**src/include/mso_pkg.sv**
```systemverilog
// **********************************************************************
// Shared constants and types of the monitor sigma-delta output.
// **********************************************************************
package mso_pkg;
    // Clock rate and highest permitted modulator bit rate (carrier).
    localparam int CLK_HZ         = 40_000_000;
    localparam int CARRIER_MAX_HZ = 512_000;
    // A least bit period, so the cycle count rounds up.
    localparam int TICK_CYC = (CLK_HZ + CARRIER_MAX_HZ - 1) / CARRIER_MAX_HZ;

    // Register bus: byte address is four times the register index.
    localparam int          ADDR_W       = 12;
    localparam logic [9:0]  GPIO_CFG_IDX = 10'h05e;
    localparam logic [9:0]  MON_CTRL_IDX = 10'h062;
    localparam logic [9:0]  MON_STAT_IDX = 10'h070;
    localparam int          GPIO_SEL_BIT = 0;
    localparam logic [15:0] MON_CTRL_RST = 16'h4000;
    localparam logic [15:0] MON_CTRL_WMASK = 16'hff3f;
    localparam logic [1:0]  RESP_OKAY    = 2'h0;
    localparam logic [1:0]  RESP_SLVERR  = 2'h2;

    // Monitor modes as held in the two top bits of the control register.
    typedef enum logic [1:0] {
        MODE_UNDEF = 2'h0,
        MODE_OFF   = 2'h1,
        MODE_FIRST = 2'h2,
        MODE_THIRD = 2'h3
    } mso_mode_t;

    // Field layout of the monitor output control register.
    typedef struct packed {
        mso_mode_t  mode;
        logic       dacMixMute;
        logic [4:0] dacMixLevel;
        logic [1:0] rsvd;
        logic       adcMixMute;
        logic [4:0] adcMixLevel;
    } mso_ctrl_t;

    // One pair of codec samples, two's complement.
    typedef struct packed {
        logic [15:0] adc;
        logic [15:0] dac;
    } mso_sample_t;

    // Mix level: 3 dB a step, clamped to the permitted span.
    localparam logic signed [5:0] LVL_MIN    = 6'sh3a;
    localparam logic signed [5:0] LVL_MAX    = 6'sh0f;
    localparam logic [15:0]       MANT_UNITY = 16'h4000;
    localparam logic [15:0]       MANT_ROOT2 = 16'h5a82;
    localparam int                MANT_FRAC  = 14;

    // Third-order loop: integrator width and full-scale feedback.
    localparam int                 ACC3_W  = 24;
    localparam logic signed [23:0] FB_FULL = 24'sh010000;
endpackage

```
**src/design/mso_pair_buf.sv**
```systemverilog
`timescale 1ns/1ps
// **********************************************************************
// Small FIFO with valid and ready on both sides.
// **********************************************************************
module mso_pair_buf #(
    parameter int WIDTH = 32,
    parameter int DEPTH = 2
) (
    input  wire logic             mclk,     // System clock.
    input  wire logic             rst_n,    // Asynchronous reset.
    input  wire logic [WIDTH-1:0] inData,   // Word offered.
    input  wire logic             inValid,  // Word offered is valid.
    output logic                  inReady,  // Room for a word.
    output logic [WIDTH-1:0]      outData,  // Oldest word.
    output logic                  outValid, // Oldest word is valid.
    input  wire logic             outReady  // Drain takes the word.
);
    localparam int IW = (DEPTH > 1) ? $clog2(DEPTH) : 1;
    localparam int CW = $clog2(DEPTH + 1);

    logic [WIDTH-1:0] mem [DEPTH];
    logic [IW-1:0]    wrIdx_reg;
    logic [IW-1:0]    rdIdx_reg;
    logic [CW-1:0]    count_reg;
    logic [CW-1:0]    count_next;
    logic             push;
    logic             pop;

    // Handshakes on both sides; ready is a flop, so push never overflows.
    assign push     = inValid && inReady;
    assign pop      = outValid && outReady;
    assign outValid = (count_reg != '0);
    assign outData  = mem[rdIdx_reg];

    // Occupancy after this cycle.
    always_comb begin
        count_next = count_reg;
        if (push && !pop) begin
            count_next = count_reg + CW'(1);
        end else if (pop && !push) begin
            count_next = count_reg - CW'(1);
        end
    end

    // Storage written at the write index.
    always_ff @(posedge mclk) begin
        if (push) begin
            mem[wrIdx_reg] <= inData;
        end
    end

    // Pointers, count and the registered ready.
    always_ff @(posedge mclk or negedge rst_n) begin
        if (!rst_n) begin
            wrIdx_reg <= '0;
            rdIdx_reg <= '0;
            count_reg <= '0;
            inReady   <= 1'b1;
        end else begin
            if (push) begin
                wrIdx_reg <= (wrIdx_reg == IW'(DEPTH - 1)) ? '0
                                                          : wrIdx_reg + IW'(1);
            end
            if (pop) begin
                rdIdx_reg <= (rdIdx_reg == IW'(DEPTH - 1)) ? '0
                                                          : rdIdx_reg + IW'(1);
            end
            count_reg <= count_next;
            inReady   <= (count_next < CW'(DEPTH));
        end
    end
endmodule

```
**src/design/mso_gain.sv**
```systemverilog
`timescale 1ns/1ps
// **********************************************************************
// Mix gain stage: two's complement level in 3 dB steps, with mute.
// **********************************************************************
module mso_gain #(
    parameter int W = 16
) (
    input  wire logic [W-1:0] sampleIn,  // Sample, two's complement.
    input  wire logic [4:0]   level,     // Gain, 3 dB a step.
    input  wire logic         mute,      // High forces zero.
    output logic [W-1:0]      sampleOut  // Scaled sample, saturated.
);
    localparam int PW = W + 34;

    logic signed [5:0]    lvl;
    logic signed [5:0]    sh;
    logic signed [PW-1:0] prod;
    logic signed [PW-1:0] scaled;
    logic signed [PW-1:0] maxV;
    logic signed [PW-1:0] minV;

    // Odd steps use a square-root-of-two mantissa, even steps a shift.
    always_comb begin
        lvl = $signed({level[4], level});
        if (lvl < mso_pkg::LVL_MIN) begin
            lvl = mso_pkg::LVL_MIN;
        end else if (lvl > mso_pkg::LVL_MAX) begin
            lvl = mso_pkg::LVL_MAX;
        end
        sh   = lvl >>> 1;
        prod = PW'($signed(sampleIn)) * PW'($signed({1'b0,
               (lvl[0] ? mso_pkg::MANT_ROOT2 : mso_pkg::MANT_UNITY)}));
        if (sh >= 0) begin
            scaled = prod <<< sh;
        end else begin
            scaled = prod >>> (-sh);
        end
        scaled = scaled >>> mso_pkg::MANT_FRAC;
        maxV   = PW'(2 ** (W - 1) - 1);
        minV   = -PW'(2 ** (W - 1));
        if (mute) begin
            sampleOut = '0;
        end else if (scaled > maxV) begin
            sampleOut = maxV[W-1:0];
        end else if (scaled < minV) begin
            sampleOut = minV[W-1:0];
        end else begin
            sampleOut = scaled[W-1:0];
        end
    end
endmodule

```
**src/design/mso_monitor_out.sv**
```systemverilog
`timescale 1ns/1ps
// **********************************************************************
// Notes on behaviour
// RULE_01: Control register takes 0x4000 only at power-on, never at other resets.
// RULE_02: Pin carries the monitor stream only while monitor pin select is 1.
// RULE_03: Monitor value is the gained ADC sample plus the gained DAC sample.
// RULE_04: Enabled output is a one-bit stream, bit rate at most 512 kHz.
// RULE_05: Mode 01, the default, stops the modulator and holds output low.
// RULE_06: Mode 10 runs a first-order modulator, ones density 0% to 100%.
// RULE_07: Mode 11 runs a third-order modulator, ones density 0% to 75%.
// RULE_08: First order has 2.5 dB more swing; third order three-quarter swing.
// RULE_09: DAC mix mute set makes the DAC share zero; else level applies.
// RULE_10: Five-bit level is two's complement, 3 dB steps, +45 dB to -18 dB.
// RULE_11: ADC mix mute and level act on the ADC share the same way.
// RULE_12: Undefined mode 00 behaves as powered down, output low.
// **********************************************************************
module mso_monitor_out #(
    parameter int TICK_CYC = mso_pkg::TICK_CYC
) (
    input  wire logic                      mclk,         // 40 MHz clock.
    input  wire logic                      rst_n,        // System reset.
    input  wire logic                      powerOnRst_n, // Power-on reset.
    input  wire logic [mso_pkg::ADDR_W-1:0] awaddr,      // AXI write addr.
    input  wire logic                      awvalid,      // AXI.
    output logic                           awready,      // AXI.
    input  wire logic [31:0]               wdata,        // AXI write data.
    input  wire logic [3:0]                wstrb,        // AXI byte lanes.
    input  wire logic                      wvalid,       // AXI.
    output logic                           wready,       // AXI.
    output logic [1:0]                     bresp,        // AXI.
    output logic                           bvalid,       // AXI.
    input  wire logic                      bready,       // AXI.
    input  wire logic [mso_pkg::ADDR_W-1:0] araddr,      // AXI read addr.
    input  wire logic                      arvalid,      // AXI.
    output logic                           arready,      // AXI.
    output logic [31:0]                    rdata,        // AXI read data.
    output logic [1:0]                     rresp,        // AXI.
    output logic                           rvalid,       // AXI.
    input  wire logic                      rready,       // AXI.
    input  wire mso_pkg::mso_sample_t      sampleIn,     // Codec pair.
    input  wire logic                      sampleValid,  // Pair valid.
    output logic                           sampleReady,  // Pair taken.
    input  wire logic                      gpioOut,      // GPIO level.
    input  wire logic                      gpioOe_n,     // GPIO enable.
    output logic                           pinOut,       // Shared pin out.
    output logic                           pinOe_n       // Low drives pin.
);
    // ******************************************************************
    // Register bus
    // ******************************************************************
    mso_pkg::mso_ctrl_t          ctrl_reg;
    logic                        pinSel_reg;
    logic [mso_pkg::ADDR_W-1:0]  awAddr_reg;
    logic [31:0]                 wData_reg;
    logic [3:0]                  wStrb_reg;
    logic [9:0]                  wIdx;
    logic [9:0]                  rIdx;
    logic                        doWrite;
    logic                        monOn;
    logic                        third;
    logic [15:0]                 mix_reg;
    logic                        monBit_reg;

    assign wIdx    = awAddr_reg[mso_pkg::ADDR_W-1:2];
    assign rIdx    = araddr[mso_pkg::ADDR_W-1:2];
    assign doWrite = !awready && !wready && !bvalid;

    // Address and data are taken in either order, held until the answer.
    always_ff @(posedge mclk or negedge rst_n) begin
        if (!rst_n) begin
            awready    <= 1'b1;
            wready     <= 1'b1;
            bvalid     <= 1'b0;
            bresp      <= mso_pkg::RESP_OKAY;
            awAddr_reg <= '0;
            wData_reg  <= '0;
            wStrb_reg  <= '0;
        end else begin
            if (awvalid && awready) begin
                awready    <= 1'b0;
                awAddr_reg <= awaddr;
            end
            if (wvalid && wready) begin
                wready    <= 1'b0;
                wData_reg <= wdata;
                wStrb_reg <= wstrb;
            end
            if (doWrite) begin
                bvalid <= 1'b1;
                bresp  <= (wIdx == mso_pkg::MON_CTRL_IDX ||
                           wIdx == mso_pkg::GPIO_CFG_IDX ||
                           wIdx == mso_pkg::MON_STAT_IDX)
                          ? mso_pkg::RESP_OKAY : mso_pkg::RESP_SLVERR;
            end
            if (bvalid && bready) begin
                bvalid  <= 1'b0;
                awready <= 1'b1;
                wready  <= 1'b1;
            end
        end
    end

    // Monitor control: set to 0x4000 by power-on only, system reset leaves it.
    always_ff @(posedge mclk or negedge powerOnRst_n) begin
        if (!powerOnRst_n) begin
            ctrl_reg <= mso_pkg::MON_CTRL_RST; // RULE_01
        end else if (doWrite && wIdx == mso_pkg::MON_CTRL_IDX) begin
            if (wStrb_reg[0]) begin
                ctrl_reg[7:0] <= wData_reg[7:0] & mso_pkg::MON_CTRL_WMASK[7:0];
            end
            if (wStrb_reg[1]) begin
                ctrl_reg[15:8] <= wData_reg[15:8];
            end
        end
    end

    // Pin select in the GPIO configuration register.
    always_ff @(posedge mclk or negedge rst_n) begin
        if (!rst_n) begin
            pinSel_reg <= 1'b0;
        end else if (doWrite && wIdx == mso_pkg::GPIO_CFG_IDX &&
                     wStrb_reg[0]) begin
            pinSel_reg <= wData_reg[mso_pkg::GPIO_SEL_BIT];
        end
    end

    // Reads answer one cycle after the address is taken.
    always_ff @(posedge mclk or negedge rst_n) begin
        if (!rst_n) begin
            arready <= 1'b1;
            rvalid  <= 1'b0;
            rdata   <= '0;
            rresp   <= mso_pkg::RESP_OKAY;
        end else if (arvalid && arready) begin
            arready <= 1'b0;
            rvalid  <= 1'b1;
            rresp   <= mso_pkg::RESP_OKAY;
            unique case (rIdx)
                mso_pkg::MON_CTRL_IDX: rdata <= {16'h0000, ctrl_reg};
                mso_pkg::GPIO_CFG_IDX: rdata <= {31'h0, pinSel_reg};
                mso_pkg::MON_STAT_IDX: begin
                    rdata <= {13'h0, monBit_reg, third, monOn, mix_reg};
                end
                default: begin
                    rdata <= '0;
                    rresp <= mso_pkg::RESP_SLVERR;
                end
            endcase
        end else if (rvalid && rready) begin
            rvalid  <= 1'b0;
            arready <= 1'b1;
        end
    end

    // ******************************************************************
    // Sample path and mix
    // ******************************************************************
    mso_pkg::mso_sample_t headPair;
    logic                 headValid;
    logic                 tick;
    logic [15:0]          adcPart;
    logic [15:0]          dacPart;
    logic signed [16:0]   mixSum;

    // Two-entry buffer; the modulator drains one pair per bit period.
    mso_pair_buf #(.WIDTH($bits(mso_pkg::mso_sample_t)), .DEPTH(2)) u_buf (
        .mclk     (mclk),
        .rst_n    (rst_n),
        .inData   (sampleIn),
        .inValid  (sampleValid),
        .inReady  (sampleReady),
        .outData  (headPair),
        .outValid (headValid),
        .outReady (tick)
    );

    // ADC share scaled and muted like the DAC share.
    mso_gain #(.W(16)) u_adcGain (
        .sampleIn  (headPair.adc),
        .level     (ctrl_reg.adcMixLevel),
        .mute      (ctrl_reg.adcMixMute),
        .sampleOut (adcPart)
    ); // RULE_11

    // DAC share, zero when muted, else scaled by its level.
    mso_gain #(.W(16)) u_dacGain (
        .sampleIn  (headPair.dac),
        .level     (ctrl_reg.dacMixLevel),
        .mute      (ctrl_reg.dacMixMute),
        .sampleOut (dacPart)
    ); // RULE_09 RULE_10

    assign mixSum = $signed({adcPart[15], adcPart}) +
                    $signed({dacPart[15], dacPart}); // RULE_03

    // Saturated mix is latched once per bit period.
    always_ff @(posedge mclk or negedge rst_n) begin
        if (!rst_n) begin
            mix_reg <= '0;
        end else if (tick && headValid) begin
            if (mixSum > 17'sh07fff) begin
                mix_reg <= 16'h7fff;
            end else if (mixSum < -17'sh08000) begin
                mix_reg <= 16'h8000;
            end else begin
                mix_reg <= mixSum[15:0];
            end
        end
    end

    // ******************************************************************
    // Modulator
    // ******************************************************************
    logic [6:0]                         tickCnt_reg;
    logic [15:0]                        acc1_reg;
    logic [16:0]                        acc1Sum;
    logic [15:0]                        uLevel;
    logic signed [mso_pkg::ACC3_W-1:0]  i1_reg, i2_reg, i3_reg;
    logic signed [mso_pkg::ACC3_W-1:0]  i1n, i2n, i3n, fb, u3;

    assign monOn = (ctrl_reg.mode == mso_pkg::MODE_FIRST) ||
                   (ctrl_reg.mode == mso_pkg::MODE_THIRD); // RULE_05 RULE_12
    assign third = (ctrl_reg.mode == mso_pkg::MODE_THIRD);
    assign tick  = (tickCnt_reg == 7'(TICK_CYC - 1));

    // Bit-rate divider; one bit per TICK_CYC cycles caps the carrier.
    always_ff @(posedge mclk or negedge rst_n) begin
        if (!rst_n) begin
            tickCnt_reg <= '0;
        end else begin
            tickCnt_reg <= tick ? '0 : tickCnt_reg + 7'h01; // RULE_04
        end
    end

    // Offset binary level; third order gets three quarters of the span.
    always_comb begin
        uLevel  = {~mix_reg[15], mix_reg[14:0]};
        acc1Sum = {1'b0, acc1_reg} + {1'b0, uLevel}; // RULE_06
        u3  = (mso_pkg::ACC3_W'({uLevel, 1'b0}) +
               mso_pkg::ACC3_W'(uLevel)) >>> 2;
        fb  = monBit_reg ? mso_pkg::FB_FULL : '0;
        i1n = i1_reg + u3 - fb; // RULE_07 RULE_08
        i2n = i2_reg + (i1n >>> 1) - fb;
        i3n = i3_reg + (i2n >>> 2) - fb;
    end

    // Loop state advances on the bit tick and is cleared while off.
    always_ff @(posedge mclk or negedge rst_n) begin
        if (!rst_n) begin
            acc1_reg   <= '0;
            i1_reg     <= '0;
            i2_reg     <= '0;
            i3_reg     <= '0;
            monBit_reg <= 1'b0;
        end else if (!monOn) begin
            acc1_reg   <= '0;
            i1_reg     <= '0;
            i2_reg     <= '0;
            i3_reg     <= '0;
            monBit_reg <= 1'b0; // RULE_05 RULE_12
        end else if (tick) begin
            if (third) begin
                i1_reg     <= i1n;
                i2_reg     <= i2n;
                i3_reg     <= i3n;
                monBit_reg <= (i3n >= 0); // RULE_07
            end else begin
                acc1_reg   <= acc1Sum[15:0];
                monBit_reg <= acc1Sum[16]; // RULE_06
            end
        end
    end

    // Shared pin: monitor stream when selected, GPIO otherwise.
    always_ff @(posedge mclk or negedge rst_n) begin
        if (!rst_n) begin
            pinOut  <= 1'b0;
            pinOe_n <= 1'b1;
        end else begin
            pinOut  <= pinSel_reg ? monBit_reg : gpioOut; // RULE_02
            pinOe_n <= pinSel_reg ? 1'b0 : gpioOe_n;
        end
    end
endmodule

```
**config.mk**
```make
export PLATFORM = sky130hd
export DESIGN_NAME = mso_monitor_out
export DESIGN_NICKNAME = d
export VERILOG_FILES = /design/src/include/mso_pkg.sv /design/src/design/mso_pair_buf.sv /design/src/design/mso_gain.sv /design/src/design/mso_monitor_out.sv
export SDC_FILE = /design/constraint.sdc
export NUM_CORES = 1
export LEC_CHECK = 0
export BUFFER_PORTS_ARGS = -buffer_cell sky130_fd_sc_hd__buf_2
export CORE_MARGIN = 8
export CORE_UTILIZATION = 56
export CTS_CLUSTER_SIZE = 25
export DETAILED_ROUTE_END_ITERATION = 8
export GPL_ROUTABILITY_DRIVEN = 1
export PLACE_DENSITY = 0.74
export SYNTH_ARGS = -nofsm -noshare
export SYNTH_HDL_FRONTEND = slang
export SYNTH_SLANG_ARGS = --single-unit
```
**constraint.sdc**
```tcl
create_clock -name mclk -period 29.6 [get_ports mclk]
set_clock_uncertainty 0.15 [all_clocks]
set_input_delay 5.92 -clock mclk [delete_from_list [all_inputs] [get_ports mclk]]
set_output_delay 5.92 -clock mclk [all_outputs]
set_load 0.05 [all_outputs]
```
==> results_dict.tcl <==
set metrics [dict create \
    path_delay_family "compound AO/OA/AOI/OAI gates" \
    clk_pin_slew_ps 60 \
    grt_pass1_vias 23400 \
    cts_max_level 1 \
    wl_per_cell_um 17.3 \
    rsz0062_at_grt "no" \
    numClockSinks 250 \
    final.period_utilization 0.404 \
    outcome "finished, final reports clean" \
    hold_depth 2 \
    antenna_left 0 \
    setup_viol 0 \
    dieArea_um2 58200 \
    die_x_um 241 \
    worst_pin_slew_ps 1090 \
    synth_edf_count 64 \
    ff2ff_path_depth 37 \
    worstReg2RegEnd "mix_reg[5]" \
    grt_max_degree 97 \
    synthToLayoutAreaGrowth_pct 6.96 \
    cpPeakStageDelay_ps 750 \
    synth-seq-cells 250 \
    crit_path_frequent_cell "o21ai_0" \
    worst_ep_arrival_time_ps 12260 \
    slowest_stage "xor2_1" \
    final_util 0.607 \
    antenna_found_initial 0 \
    grt_pass1_wl_um 116000 \
    worstHoldStart "rdata[16]" \
    cts_buffer_depth 3 \
    drtIter0Drc 1488 \
    top_register "u_buf.mem" \
    cts_tree "done" \
    synth_cell_types 116 \
    finalWirelength_um 69500 \
    critPathCaptureType "flip-flop" \
    fmax_mhz 83.6 \
    drive_gt1_frac 0.0978 \
    hold_viol_final 0 \
    routed_via_density 5.87 \
    required_ps 29900 \
    setup_tns_ps 0 \
    whs_endpoint "rdata[16]" \
    fin_nets 3913 \
    ys_seq_area_frac 0.232 \
    leakage_nw 14.8 \
    fin_crit_ps 11970 \
    start_util 0.567 \
    dp_hpwl_um 54700 \
    hold_slack_ps 315 \
    clkLatencyLatePin_ps 600 \
    pin_count 147 \
    finalWorstSetupSlack_ps 17630 \
    numCtsBuffers 30 \
    drc_errors 0 \
    grt_usage 0.237 \
    r2r-start "ctrl_reg[9]" \
    synth_area_leaders "ha_1 (16%), dfrtp_1 (16%), fa_1 (8.8%), edfxtp_1 (6.8%), inv_1 (4.9%)" \
    largest_register_ffs 64 \
    core_area_um2 50100 \
    yosys.area.top_type "ha_1" \
    ys_warn_count 0 \
    critPathKind "flip-flop to flip-flop" \
    async_flop_share 0.744 \
    synth_cells 3282 \
    cts-hold-fix-buffers 0 \
    hold_class "flip-flop to flip-flop" \
    rows 82 \
    crit_buf_inv 4 \
    critPathMaxFanout 18 \
    cts-root-buf "clkbuf_16" \
    syn_area_per_cell_um2 8.65 \
    cts_resized 0 \
    reg2reg_slack_ps 17630 \
    dpl_worst_slack_ps 17780 \
    cts_setup_buffers 0 \
    overflow 0 \
    netlist_area_um2 28400 \
    slew_violations 0 \
    die_h_um 241 \
    via_count 23600 \
    dr.pass1.iters 6 \
    p_per_area_nw_per_um2 38.1 \
    place_congestion 0.935 \
    synth-main-ff-cell "dfrtp_1" \
    maxCapViolCount 0 \
    io_buffers 107 \
    ir_worst_vdd_mv 0.0532 \
    cp-start-kind "flip-flop" \
    relSlewSlack 0.269 \
    synth_top_area_frac 0.160 \
]
[placed cells by master (no fill, tap or decap), types with 19 or more instances in the layout]
cell type and count:
o21bai_1 21, o21ai_0 214, o21a_1 26, a21oi_1 205
and2_1 21, and3_1 25, clkbuf_16 30, buf_2 106
nor3_1 52, a31oi_1 27, inv_1 368, mux2i_1 81
a21o_1 44, nand2b_1 28, o211ai_1 26, nand2_1 315
a211oi_1 30, o31ai_1 19, nand3_1 130, xor2_1 63
ha_1 363, nor2_1 226, xnor2_1 108, mux2_2 53
nor2b_1 23, fa_1 125, edfxtp_1 64, buf_4 33
dfrtp_1 178
[cells in the mapped netlist (all sizes together), types with 28 or more instances]
cell    instances
nand2b         28
o21ai         223
o31ai          32
a21oi         207
xnor2         110
clkbuf        104
nor2          227
edfxtp         64
a211oi         30
mux2           53
buf            42
nand3         132
inv           369
nand2         315
ha            363
nor3           52
xor2           63
a21o           46
mux2i          82
dfrtp         180
fa            125
[through the flow]
stage / power, mW / std cells / cell area [um2]
floorplan: 0.694 / 3296 / 28500
global placement: 0.780 / 3962 / 29400
detailed placement: 0.789 / 3962 / 29400
CTS: 1.16 / 4017 / 30400
global route: 1.22 / 4017 / 30400
finish: 1.16 / 4018 / 30400
[where the power goes]
| part | internal (mW) | switching, mW | leakage, nW |
|---|---|---|---|
| registers | 0.387 | 0.0212 | 3.03 |
| clock network | 0.217 | 0.154 | 0.489 |
| logic | 0.135 | 0.244 | 11.2 |
| total | 0.738 | 0.419 | 14.8 |
[routing by layer]
layer	share of wire	global-route usage	vias to the layer above
li1	-	-	11600
met2	0.49	0.420	632
met1	0.43	0.298	11200
met4	0.035	0.0802	0
met3	0.046	0.0285	142
met5	0	0	-
[worst min-delay path, cell delays in order (launching register included)]
cell and delay [ps]:
dfrtp_1 340, nand2_1 50, nand2_1 50
[how the worst max path moves through the flow]
| stage | start | end | slack, ps | cells after the start |
|---|---|---|---|---|
| after detailed placement | u_buf.rdIdx_reg | mix_reg[6] | 17780 | 38 |
| after floorplan | u_buf.rdIdx_reg | mix_reg[1] | 19470 | 39 |
| after global placement | ctrl_reg[9] | mix_reg[1] | 17910 | 37 |
| after global routing | ctrl_reg[10] | mix_reg[3] | 16920 | 40 |
| after CTS | ctrl_reg[9] | mix_reg[5] | 17730 | 37 |
| final | ctrl_reg[9] | mix_reg[5] | 17630 | 37 |
[cell type report]
class | count | area, um2
multi-input combinational | 2520 | 19700
fill | 4386 | 19700
sequential | 250 | 6590
inverter | 380 | 1430
tap | 672 | 841
timing repair buffer | 140 | 790
clock buffer | 34 | 776
clock inverter | 21 | 236
antenna | 1 | 2.50
[cell families after synthesis]
kind of cell | Yosys count | share of synthesized area
compound gates | 808 | 0.190
xor+xnor | 175 | 0.0559
fa+ha+maj | 488 | 0.248
buf+inv | 526 | 0.0766
flops | 250 | 0.232
mux | 139 | 0.0537
other cells | 1 | 0.000132
simple gates | 895 | 0.144
Note: power is estimated with default switching activity, not from simulation.
